<file path="src/hw/opi_pkg.sv">
// constants, register map and carrier types of the output protection and indicator block
package opi_pkg;

  // ********************************************************************
  // clock and timing
  // ********************************************************************
  localparam int unsigned CLK_HZ         = 100_000_000;
  localparam int unsigned LD_DELAY_S     = 3;
  localparam int unsigned LD_DELAY_CYC   = LD_DELAY_S * CLK_HZ;
  localparam int unsigned BLINK_MS       = 250;
  localparam int unsigned BLINK_CYC      = BLINK_MS * (CLK_HZ / 1000);
  localparam int unsigned BEEP_MS        = 100;
  localparam int unsigned BEEP_CYC       = BEEP_MS * (CLK_HZ / 1000);
  localparam int unsigned KNOB_FAST_MS   = 50;
  localparam int unsigned KNOB_FAST_CYC  = KNOB_FAST_MS * (CLK_HZ / 1000);
  localparam int unsigned KNOB_FSTR_MS   = 10;
  localparam int unsigned KNOB_FSTR_CYC  = KNOB_FSTR_MS * (CLK_HZ / 1000);
  localparam int unsigned SYNC_CYC       = 3;
  localparam int unsigned DLY_W          = 29;
  localparam int unsigned BLK_W          = 25;
  localparam int unsigned CNT_W          = 24;

  // ********************************************************************
  // register map (byte addresses)
  // ********************************************************************
  localparam logic [7:0] ADDR_CONFIG   = 8'h00;
  localparam logic [7:0] ADDR_CONTROL  = 8'h04;
  localparam logic [7:0] ADDR_STATUS   = 8'h08;
  localparam logic [7:0] ADDR_LD_SP    = 8'h0C;
  localparam logic [7:0] ADDR_TEMP_SP  = 8'h10;
  localparam int unsigned CTL_LD_PRESS  = 0;
  localparam int unsigned CTL_TEC_PRESS = 1;
  localparam logic [15:0] STEP_SLOW    = 16'h0001;
  localparam logic [15:0] STEP_FAST    = 16'h000A;
  localparam logic [15:0] STEP_FSTR    = 16'h0064;
  localparam logic [15:0] SP_MAX       = 16'hFFFF;

  // ********************************************************************
  // modes and states
  // ********************************************************************
  typedef enum logic [1:0] {LDM_CUR = 2'h0, LDM_PD = 2'h1, LDM_POW = 2'h2} opi_ld_mode_e;
  typedef enum logic [1:0] {TCM_CUR = 2'h0, TCM_TEMP = 2'h1, TCM_RES = 2'h2} opi_tec_mode_e;
  typedef enum logic [2:0] {PH_LOAD = 3'h1, PH_BEEP = 3'h2, PH_RUN = 3'h4} opi_phase_e;

  // ********************************************************************
  // carriers
  // ********************************************************************
  typedef struct packed {
    logic [14:0]   rsvd;
    logic          knob_sel;     // 0 laser current setpoint, 1 temperature setpoint
    logic [1:0]    sensor_sel;
    logic [3:0]    ld_resp;
    opi_tec_mode_e tec_mode;
    opi_ld_mode_e  ld_mode;
    logic          ld_bw;
    logic          ld_range;
    logic          thermistor;
    logic          tec_ilk_alt;  // hardware_config_command interlock polarity
    logic          ld_tec_link;
    logic          beep_en;
  } opi_cfg_s;

  localparam opi_cfg_s CFG_RST = 32'h0000_0001;

  typedef struct packed {
    logic connected;
    logic ilk_short;
    logic open_ckt;
    logic over_cur;
    logic transient;
    logic soft_lim;
    logic rear_ilk_ok;
    logic overtemp;
  } opi_ld_in_s;

  typedef struct packed {
    logic connected;
    logic ilk_closed;
    logic open;
    logic sens_open;
    logic sens_short;
    logic temp_lim;
    logic res_lim;
    logic comp_over;
    logic cur_clamp;
    logic vlim;
    logic heat;
    logic cool;
  } opi_tec_in_s;

  typedef struct packed {
    logic ld_sw;
    logic tec_sw;
    logic knob_step;
    logic knob_up;
  } opi_panel_s;

  typedef struct packed {
    logic [15:0] ld_cur;
    logic [15:0] pd_cur;
    logic [15:0] pd_pow;
    logic [15:0] tec_cur;
    logic [15:0] tec_temp;
    logic [15:0] tec_res;
  } opi_meas_s;

  typedef struct packed {
    logic ld_drive_en;
    logic ld_on_led;
    logic ld_err_led;
    logic ld_lim_led;
    logic ld_unit_ma;
    logic ld_unit_mw;
    logic tec_drive_en;
    logic tec_on_led;
    logic tec_err_led;
    logic tec_lim_led;
    logic heat_led;
    logic cool_led;
    logic tec_unit_a;
    logic tec_unit_degc;
    logic tec_unit_kohm;
    logic beeper;
  } opi_ind_s;

endpackage

</file>
<file path="src/hw/opi_top.sv">
// output protection, enable delay and indicator logic with an ahb-lite register slave
//
// The AHB-Lite slave port and the register offsets are this design's own decisions.
`timescale 1ns/1ps
module opi_top #(
  parameter int unsigned LD_DELAY_CYC    = opi_pkg::LD_DELAY_CYC,
  parameter int unsigned BLINK_CYC       = opi_pkg::BLINK_CYC,
  parameter int unsigned BEEP_CYC        = opi_pkg::BEEP_CYC,
  parameter int unsigned KNOB_FAST_CYC   = opi_pkg::KNOB_FAST_CYC,
  parameter int unsigned KNOB_FSTR_CYC   = opi_pkg::KNOB_FSTR_CYC
) (
  // clock and reset
  input  wire logic                 hclk,
  input  wire logic                 hresetn,
  // ahb-lite slave
  input  wire logic                 hsel,
  input  wire logic [31:0]          haddr,
  input  wire logic [1:0]           htrans,
  input  wire logic                 hwrite,
  input  wire logic [2:0]           hsize,
  input  wire logic [31:0]          hwdata,
  input  wire logic                 hready,
  output logic      [31:0]          hrdata,
  output logic                      hreadyout,
  output logic                      hresp,
  // saved configuration store
  input  wire logic [31:0]          saved_cfg,
  output logic      [31:0]          cfg_to_save,
  // condition pins from the output stages and panel
  input  wire opi_pkg::opi_ld_in_s  ld_in,
  input  wire opi_pkg::opi_tec_in_s tec_in,
  input  wire opi_pkg::opi_panel_s  panel_in,
  input  wire opi_pkg::opi_meas_s   meas,
  // indicators, drive enables and readouts
  output opi_pkg::opi_ind_s         ind,
  output logic      [15:0]          ld_disp,
  output logic      [15:0]          tec_disp,
  output logic      [15:0]          laser_current_setpoint,
  output logic      [15:0]          temperature_setpoint
);

  // ********************************************************************
  // state
  // ********************************************************************
  typedef struct packed {
    opi_pkg::opi_ld_in_s               ld_s1;
    opi_pkg::opi_ld_in_s               ld_s2;
    opi_pkg::opi_tec_in_s              tec_s1;
    opi_pkg::opi_tec_in_s              tec_s2;
    opi_pkg::opi_panel_s               pnl_s1;
    opi_pkg::opi_panel_s               pnl_s2;
    opi_pkg::opi_panel_s               pnl_prev;
    logic [31:0]                       sav_s1;
    logic [31:0]                       sav_s2;
    opi_pkg::opi_phase_e               phase;
    logic [opi_pkg::CNT_W-1:0]         cnt_st;
    opi_pkg::opi_cfg_s                 cfg;
    logic                              ld_on;
    logic                              ld_err;
    logic                              tec_on;
    logic                              tec_err;
    logic [opi_pkg::DLY_W-1:0]         dly;
    logic [opi_pkg::BLK_W-1:0]         cnt_bl;
    logic                              blink;
    logic [opi_pkg::CNT_W-1:0]         kint;
    logic [15:0]                       ld_sp;
    logic [15:0]                       temp_sp;
    logic [7:0]                        bus_addr;
    logic                              bus_act;
    logic                              bus_wr;
    logic                              rd_pend;
    logic [31:0]                       hrdata;
    opi_pkg::opi_ind_s                 ind;
    logic [15:0]                       ld_disp;
    logic [15:0]                       tec_disp;
  } opi_state_s;

  opi_state_s s_ff;
  opi_state_s nxt_s;

  // ********************************************************************
  // next state
  // ********************************************************************
  always_comb begin
    opi_pkg::opi_ld_in_s  ld;
    opi_pkg::opi_tec_in_s tc;
    opi_pkg::opi_panel_s  pr;
    opi_pkg::opi_cfg_s    wcfg;
    logic                 run;
    logic                 wr;
    logic                 ld_press;
    logic                 tec_press;
    logic                 ld_chg;
    logic                 tec_chg;
    logic                 ld_hold;
    logic                 tec_hold;
    logic                 ld_evt;
    logic                 tec_evt;
    logic                 ld_hard;
    logic                 tec_hard;
    logic                 ilk_ok;
    logic                 kstep;
    logic [15:0]          step;
    logic [15:0]          ksp;
    logic [16:0]          sum;
    logic [16:0]          dif;
    ld        = s_ff.ld_s2;
    tc        = s_ff.tec_s2;
    pr        = s_ff.pnl_s2 & ~s_ff.pnl_prev;
    wcfg      = hwdata;
    wcfg.rsvd = '0;
    nxt_s     = s_ff;
    // pins other than meas pass two flops before use
    nxt_s.ld_s1    = ld_in;
    nxt_s.ld_s2    = s_ff.ld_s1;
    nxt_s.tec_s1   = tec_in;
    nxt_s.tec_s2   = s_ff.tec_s1;
    nxt_s.pnl_s1   = panel_in;
    nxt_s.pnl_s2   = s_ff.pnl_s1;
    nxt_s.pnl_prev = s_ff.pnl_s2;
    nxt_s.sav_s1   = saved_cfg;
    nxt_s.sav_s2   = s_ff.sav_s1;

    // power-up sequence: the drive enables and on leds stay off until the run phase
    unique case (s_ff.phase)
      opi_pkg::PH_LOAD: begin
        nxt_s.cnt_st = s_ff.cnt_st + 1'b1;
        if (s_ff.cnt_st == opi_pkg::CNT_W'(opi_pkg::SYNC_CYC)) begin
          nxt_s.cfg      = s_ff.sav_s2;
          nxt_s.cfg.rsvd = '0;
          nxt_s.cnt_st   = '0;
          nxt_s.phase    = opi_pkg::PH_BEEP;
        end
      end
      opi_pkg::PH_BEEP: begin
        nxt_s.cnt_st = s_ff.cnt_st + 1'b1;
        if (!s_ff.cfg.beep_en || s_ff.cnt_st == opi_pkg::CNT_W'(BEEP_CYC - 1)) begin
          nxt_s.cnt_st = '0;
          nxt_s.phase  = opi_pkg::PH_RUN;
        end
      end
      opi_pkg::PH_RUN: begin
        nxt_s.cnt_st = s_ff.cnt_st;
      end
    endcase
    run = (s_ff.phase == opi_pkg::PH_RUN);

    // ahb-lite: writes land in the data phase, reads take one wait state
    nxt_s.bus_act = hsel && hready && htrans[1];
    if (hsel && hready && htrans[1]) begin
      nxt_s.bus_addr = haddr[7:0];
      nxt_s.bus_wr   = hwrite;
      nxt_s.rd_pend  = !hwrite;
    end
    wr = s_ff.bus_act && s_ff.bus_wr;
    if (s_ff.rd_pend) begin
      nxt_s.rd_pend = 1'b0;
      unique case (s_ff.bus_addr)
        opi_pkg::ADDR_CONFIG:  nxt_s.hrdata = s_ff.cfg;
        opi_pkg::ADDR_STATUS:  nxt_s.hrdata = 32'({s_ff.phase, s_ff.dly == opi_pkg::DLY_W'(LD_DELAY_CYC),
                                 s_ff.tec_err, s_ff.tec_on, s_ff.ld_err, s_ff.ld_on});
        opi_pkg::ADDR_LD_SP:   nxt_s.hrdata = 32'(s_ff.ld_sp);
        opi_pkg::ADDR_TEMP_SP: nxt_s.hrdata = 32'(s_ff.temp_sp);
        default:               nxt_s.hrdata = 32'h0000_0000;
      endcase
    end
    ld_chg  = 1'b0;
    tec_chg = 1'b0;
    if (wr && s_ff.bus_addr == opi_pkg::ADDR_CONFIG) begin
      nxt_s.cfg = wcfg;
      ld_chg    = (wcfg.ld_mode != s_ff.cfg.ld_mode) || (wcfg.ld_range != s_ff.cfg.ld_range) ||
                  (wcfg.ld_bw != s_ff.cfg.ld_bw) || (wcfg.ld_resp != s_ff.cfg.ld_resp);
      tec_chg   = (wcfg.tec_mode != s_ff.cfg.tec_mode) ||
                  (wcfg.sensor_sel != s_ff.cfg.sensor_sel);
    end
    ld_press  = run && (pr.ld_sw ||
                (wr && s_ff.bus_addr == opi_pkg::ADDR_CONTROL && hwdata[opi_pkg::CTL_LD_PRESS]));
    tec_press = run && (pr.tec_sw ||
                (wr && s_ff.bus_addr == opi_pkg::ADDR_CONTROL && hwdata[opi_pkg::CTL_TEC_PRESS]));

    // cooler protection
    ilk_ok   = (tc.ilk_closed == s_ff.cfg.tec_ilk_alt);
    tec_hold = tc.open || tc.sens_open || tc.sens_short ||
               ((s_ff.cfg.tec_mode == opi_pkg::TCM_RES) ? tc.res_lim : tc.temp_lim);
    tec_evt  = tec_hold || tec_chg;
    if (tec_press) begin
      if (s_ff.tec_on) begin
        nxt_s.tec_on = 1'b0;
      end else if (!tec_hold) begin
        nxt_s.tec_on  = 1'b1;
        nxt_s.tec_err = 1'b0;
      end
    end
    if (tec_evt) begin
      nxt_s.tec_err = 1'b1;
      nxt_s.tec_on  = 1'b0;
    end

    // laser protection; a cooler shutdown only counts while the cooler was on
    ld_hold = ld.open_ckt || ld.over_cur || ld.transient;
    ld_evt  = ld_hold || ld_chg || (s_ff.cfg.ld_tec_link && s_ff.tec_on && tec_evt);
    if (ld_press) begin
      if (s_ff.ld_on) begin
        nxt_s.ld_on = 1'b0;
      end else if (!ld_hold) begin
        nxt_s.ld_on  = 1'b1;
        nxt_s.ld_err = 1'b0;
      end
    end
    if (ld_evt) begin
      nxt_s.ld_err = 1'b1;
      nxt_s.ld_on  = 1'b0;
    end
    // enable delay restarts from zero after any off or error
    if (!s_ff.ld_on || s_ff.ld_err) begin
      nxt_s.dly = '0;
    end else if (s_ff.dly != opi_pkg::DLY_W'(LD_DELAY_CYC)) begin
      nxt_s.dly = s_ff.dly + 1'b1;
    end

    // blink timebase, free running
    nxt_s.cnt_bl = s_ff.cnt_bl + 1'b1;
    if (s_ff.cnt_bl == opi_pkg::BLK_W'(BLINK_CYC - 1)) begin
      nxt_s.cnt_bl = '0;
      nxt_s.blink  = !s_ff.blink;
    end

    // knob: the gap since the last detent picks the step size
    kstep = run && pr.knob_step;
    if (kstep) begin
      nxt_s.kint = '0;
    end else if (s_ff.kint != '1) begin
      nxt_s.kint = s_ff.kint + 1'b1;
    end
    if (s_ff.kint < opi_pkg::CNT_W'(KNOB_FSTR_CYC)) begin
      step = opi_pkg::STEP_FSTR;
    end else if (s_ff.kint < opi_pkg::CNT_W'(KNOB_FAST_CYC)) begin
      step = opi_pkg::STEP_FAST;
    end else begin
      step = opi_pkg::STEP_SLOW;
    end
    ksp = s_ff.cfg.knob_sel ? s_ff.temp_sp : s_ff.ld_sp;
    sum = {1'b0, ksp} + {1'b0, step};
    dif = {1'b0, ksp} - {1'b0, step};
    if (kstep) begin
      if (s_ff.pnl_s2.knob_up) begin
        ksp = sum[16] ? opi_pkg::SP_MAX : sum[15:0];
      end else begin
        ksp = dif[16] ? 16'h0000 : dif[15:0];
      end
      if (s_ff.cfg.knob_sel) begin
        nxt_s.temp_sp = ksp;
      end else begin
        nxt_s.ld_sp = ksp;
      end
    end
    // a bus write wins over a knob detent in the same cycle
    if (wr && s_ff.bus_addr == opi_pkg::ADDR_LD_SP) begin
      nxt_s.ld_sp = hwdata[15:0];
    end
    if (wr && s_ff.bus_addr == opi_pkg::ADDR_TEMP_SP) begin
      nxt_s.temp_sp = hwdata[15:0];
    end

    // indicators
    ld_hard  = ld.overtemp || !ld.rear_ilk_ok || ld.over_cur;
    tec_hard = !ilk_ok || ld.overtemp || tc.sens_short || tc.sens_open || tc.comp_over ||
               tc.temp_lim || tc.res_lim;
    nxt_s.ind.ld_drive_en   = s_ff.ld_on && !s_ff.ld_err && !ld_hard &&
                              s_ff.dly == opi_pkg::DLY_W'(LD_DELAY_CYC) &&
                              ld.connected && ld.ilk_short;
    nxt_s.ind.ld_on_led     = s_ff.ld_on;
    nxt_s.ind.ld_err_led    = s_ff.ld_err || ld_hard;
    nxt_s.ind.ld_lim_led    = ld_hard || (ld.soft_lim && s_ff.blink);
    nxt_s.ind.ld_unit_ma    = (s_ff.cfg.ld_mode == opi_pkg::LDM_CUR);
    nxt_s.ind.ld_unit_mw    = (s_ff.cfg.ld_mode == opi_pkg::LDM_POW);
    nxt_s.ind.tec_drive_en  = s_ff.tec_on && !s_ff.tec_err && tc.connected && ilk_ok;
    nxt_s.ind.tec_on_led    = s_ff.tec_on;
    nxt_s.ind.tec_err_led   = s_ff.tec_err || tec_hard;
    nxt_s.ind.tec_lim_led   = tec_hard || ((tc.cur_clamp || tc.vlim) && s_ff.blink);
    nxt_s.ind.heat_led      = s_ff.tec_on && tc.heat;
    nxt_s.ind.cool_led      = s_ff.tec_on && tc.cool;
    nxt_s.ind.tec_unit_a    = (s_ff.cfg.tec_mode == opi_pkg::TCM_CUR);
    nxt_s.ind.tec_unit_degc = (s_ff.cfg.tec_mode == opi_pkg::TCM_TEMP);
    nxt_s.ind.tec_unit_kohm = (s_ff.cfg.tec_mode == opi_pkg::TCM_RES) && s_ff.cfg.thermistor;
    nxt_s.ind.beeper        = (s_ff.phase == opi_pkg::PH_BEEP) && s_ff.cfg.beep_en;
    unique case (s_ff.cfg.ld_mode)
      opi_pkg::LDM_CUR: nxt_s.ld_disp = meas.ld_cur;
      opi_pkg::LDM_PD:  nxt_s.ld_disp = meas.pd_cur;
      opi_pkg::LDM_POW: nxt_s.ld_disp = meas.pd_pow;
      default:          nxt_s.ld_disp = 16'h0000;
    endcase
    unique case (s_ff.cfg.tec_mode)
      opi_pkg::TCM_CUR:  nxt_s.tec_disp = meas.tec_cur;
      opi_pkg::TCM_TEMP: nxt_s.tec_disp = meas.tec_temp;
      opi_pkg::TCM_RES:  nxt_s.tec_disp = meas.tec_res;
      default:           nxt_s.tec_disp = 16'h0000;
    endcase
  end

  // ********************************************************************
  // registers
  // ********************************************************************
  always_ff @(posedge hclk or negedge hresetn) begin
    if (!hresetn) begin
      s_ff       <= '0;
      s_ff.phase <= opi_pkg::PH_LOAD;
      s_ff.cfg   <= opi_pkg::CFG_RST;
    end else begin
      s_ff <= nxt_s;
    end
  end

  // ********************************************************************
  // outputs
  // ********************************************************************
  assign hrdata                 = s_ff.hrdata;
  assign hreadyout              = !s_ff.rd_pend;
  assign hresp                  = 1'b0;
  assign cfg_to_save            = s_ff.cfg;
  assign ind                    = s_ff.ind;
  assign ld_disp                = s_ff.ld_disp;
  assign tec_disp               = s_ff.tec_disp;
  assign laser_current_setpoint = s_ff.ld_sp;
  assign temperature_setpoint   = s_ff.temp_sp;

endmodule

</file>
<file path="config.mk">
export PLATFORM = sky130hd
export DESIGN_NAME = opi_top
export DESIGN_NICKNAME = d
export VERILOG_FILES = /design/src/hw/opi_pkg.sv /design/src/hw/opi_top.sv
export SDC_FILE = /design/constraint.sdc
export NUM_CORES = 1
export LEC_CHECK = 0
export BUFFER_PORTS_ARGS = -buffer_cell sky130_fd_sc_hd__buf_2
export CORE_ASPECT_RATIO = 0.9
export CORE_MARGIN = 5
export CORE_UTILIZATION = 46
export DETAILED_ROUTE_END_ITERATION = 8
export HOLD_SLACK_MARGIN = 0.15
export PLACE_DENSITY = 0.84
export SLEW_MARGIN = 0
export SYNTH_ARGS = -nofsm -noshare
export SYNTH_HDL_FRONTEND = slang
export SYNTH_SLANG_ARGS = --single-unit
</file>
<file path="constraint.sdc">
create_clock -name hclk -period 4.2 [get_ports hclk]
set_clock_uncertainty 0.05 [all_clocks]
set_input_delay 0.63 -clock hclk [delete_from_list [all_inputs] [get_ports hclk]]
set_output_delay 0.63 -clock hclk [all_outputs]
set_load 0.05 [all_outputs]
</file>
==> summary.txt <==
Status
  • Status: completed

Placed design
  • Placed wire-length estimate: 31390 um
  • IO buf count: ~300
  • Gpl congestion: about 0.9

Clock network
  • CTS H-Tree Depth: 2
  • Clock-pin slew on the worst setup and hold paths: around 60 ps
  • Postcts setup bufs: 0
  • Clk sinks: 321
  • CTS tree: done
  • CTS Buf Count: 36
  • Clock Path Buffers: 3
  • CTS root buf: clkbuf_16
  • Clk Latency, worst-skew pair: approximately 530 ps

Floorplan
  • Initial Util: between 40% and 50%
  • Cell row count: 65
  • IO Pins: 372
  • DIE HEIGHT: around 190 um
  • Die X: approximately 210 um
  • Die area: around 39000 um^2
  • Placeable Area: about 35000 um^2

Synth
  • Yosys reg bits: 321
  • Register area share after synthesis: 50.04%
  • Synth top area share: around half
  • Area leader, netlist: dfrtp_1
  • Async S/R FF share, synth: between 90% and 100%
  • Post-synth top cells: dfrtp_1, nor2_1, buf_4
  • Mapped cell area: about 16000 um^2
  • Average cell area after synthesis: roughly 10 um^2
  • Number of flops mapped to enable cells by yosys: 0
  • Post-Syn Instances: 1578
  • Synth area leaders: dfrtp_1, buf_4, mux2i_1
  • Cell with the most instances after synthesis: dfrtp_1
  • Synth unique cells: 80
  • Ys flop type: dfrtp_1
  • Yosys warnings: 0

Min path
  • Hold Path Class: input pin to flip-flop

Layout
  • # fillers: 2998
  • Share of layout cells above drive strength 1: between 20% and 30%
  • Area delta synth->final: 16.88%
  • Multi-input logic area: roughly 6600 um^2
  • Antenna Diode Count: 0
  • Register area: ~8000 um^2
  • Nets@finish: 2044

Timing
  • Final Hold Viols: 0
  • Fmax: around 0.25 GHz
  • Setup TNS Final: 0 ps
  • Final setup violation count: 0
  • Relative slew slack: about 21%
  • Unrepaired setup endpoints after global routing: no
  • Fin. max-slew vios: 0
  • Actual slew at the worst max-slew pin: ~1200 ps
  • Final hold slack: 158.4 ps
  • Final Cycle Share: ~94%
  • Final Critical Period: approximately 4000 ps

Pwr
  • VDD IR max: around 0.26 mV
  • P per Cell Area: approximately 410 nW/um^2
  • Leak pwr: ~8.8 nW

Drt
  • DR iter-0 viols: 1134
  • Routed Antenna Nets: 0
  • Vias post-DR: ~13000
  • Total Wirelength: between 40000 and 50000 um
  • DR pass1 iterations: 7
  • DRC violations left: 0
  • Vias per cell: about 5.5
  • Per-cell routed wire length: about 19 um

Global routing
  • Initial antenna violation count: 1
  • Vias in the first global route: around 13000
  • First-pass GRT wire length: between 60000 and 70000 um
  • Total gr overflow: 0
  • Largest net degree at the start of global routing: approximately 110
  • Tot GR Track Use: between 20% and 30%

Setup path
  • Arrival time worst endpoint: around 4300 ps
  • CP Class: flip-flop to flip-flop
  • Crit path capture type: flip-flop
  • CP Max Fanout: 4
  • CP max-delay cell: fa_1
  • Critical path, cell by cell: o211a_1 > o21ai_0 > nand2_1 > a2111o_1 > a31oi_4 > o21ai_2 > fa_1 > a21o_1 > a2111o_1 > a211oi_1 > mux2_2 > o211ai_1 > buf_4 > o211ai_1
  • Max incr delay on CP: 470 ps
  • Worst Path Required: about 4500 ps
  • Startpoint types: flip-flop

Flow run
  • Total of max-cap violations: 0
-- cell type report --
| type | count | share of cell area [%] |
|---|---|---|
| flip-flops and latches | 321 | 42.81 |
| multi-input cells | 1037 | 35.32 |
| repair buffers | 373 | 11.44 |
| clock buffers | 51 | 5.540 |
| well taps | 469 | 3.127 |
| clock inverters | 14 | 1.160 |
| inverters | 30 | 0.6000 |
-- stage by stage --
stage               instances  utilization, %  total power, W  setup WS (ps)  cell area (um^2)
floorplan                1593               -        0.004097          228.9             16110
finish                   2295           53.92        0.007615          261.2             18770
global route             2295           53.92        0.007916          3.358             18770
global placement         2203           49.39        0.004320          38.18             17190
detailed placement       2203           49.39        0.004344          62.59             17190
CTS                      2294           53.76        0.007675          13.74             18710
-- worst max-delay path: cells and delay by family, from the launching register on --
family | cells | cell delay, ps
AOI/OAI and AO/OA | 10 | 2300
adders and majority gates | 1 | 470
muxes | 1 | 380
DFF | 1 | 370
buffers and inverters | 1 | 150
and+or+nand+nor | 1 | 90
-- power breakdown --
part	internal [W]	total (W)	switching, W
registers	0.00323	0.00334	0.000112
logic	0.000311	0.000978	0.000668
clock network	0.00204	0.00330	0.00125
total	0.00558	0.00761	0.00203
-- layout by cell type, fill, tap and decap left out, types with 18 or more instances in the layout --
| cell | netlist | layout |
|---|---|---|
| nor3_1 | 29 | 28 |
| nand3_1 | 70 | 68 |
| inv_1 | 28 | 28 |
| nor4_1 | 18 | 18 |
| mux2_2 | 20 | 20 |
| clkbuf_16 | 0 | 38 |
| buf_2 | 16 | 296 |
| and3_1 | 41 | 40 |
| a21oi_1 | 72 | 71 |
| xor2_1 | 59 | 59 |
| buf_4 | 148 | 48 |
| nand2_1 | 120 | 120 |
| nor2_1 | 156 | 156 |
| xnor2_1 | 50 | 50 |
| nand4_1 | 22 | 22 |
| dlygate4sd3_1 | 0 | 27 |
| o21ai_0 | 79 | 78 |
| dfrtp_1 | 319 | 319 |
| mux2i_1 | 64 | 64 |
-- state kept, by name (all words and copies together), names as in the netlist --
signal and flops:
tec_disp 16, nxt_s 47, s_ff 159, ld_disp 16, ind 16, cfg_to_save 17
hrdata 18, temperature_setpoint 16, laser_current_setpoint 16
-- final timing paths --
kind	depth (start not counted)	from	slack (ps)	to
min in group asynchronous	2	hresetn	640	s_ff[151]
worst max-delay path	14	s_ff[129]	260	temperature_setpoint[10]
worst max register to register	14	s_ff[129]	260	temperature_setpoint[10]
worst min register to register	0	nxt_s[345]	290	s_ff[345]
max in group asynchronous	3	hresetn	2390	s_ff[277]
worst min-delay path	1	saved_cfg[11]	160	nxt_s[276]
-- timing repair --
item	in CTS	in global routing
hold buffers	26	1
setup endpoints to repair	1	32
gates resized for setup	1	10
pin swaps	0	3
endpoints found under the hold margin	58	1
gates cloned	0	0
-- per-layer routing --
metal / part of all wire, % / global-route usage [%] / up-vias
met5: 0.030 / 0 / -
met4: 3.9 / 8.821 / 2
met3: 7.7 / 4.005 / 114
met2: 48 / 37.12 / 507
met1: 40 / 28.58 / 6180
li1: - / - / 5802
-- logic make-up (layout without fill, tap and decap cells) --
group,after synthesis,in the layout,share of synthesized area [%]
simple gates,546,546,16.97
flops,321,321,50.04
compound gates,262,262,10.62
buf+inv,235,468,9.342
xor+xnor,109,109,5.945
mux,85,85,5.485
fa+ha+maj,19,19,1.574
other cells,1,16,0.02335
(Power assumes the default switching activity.)
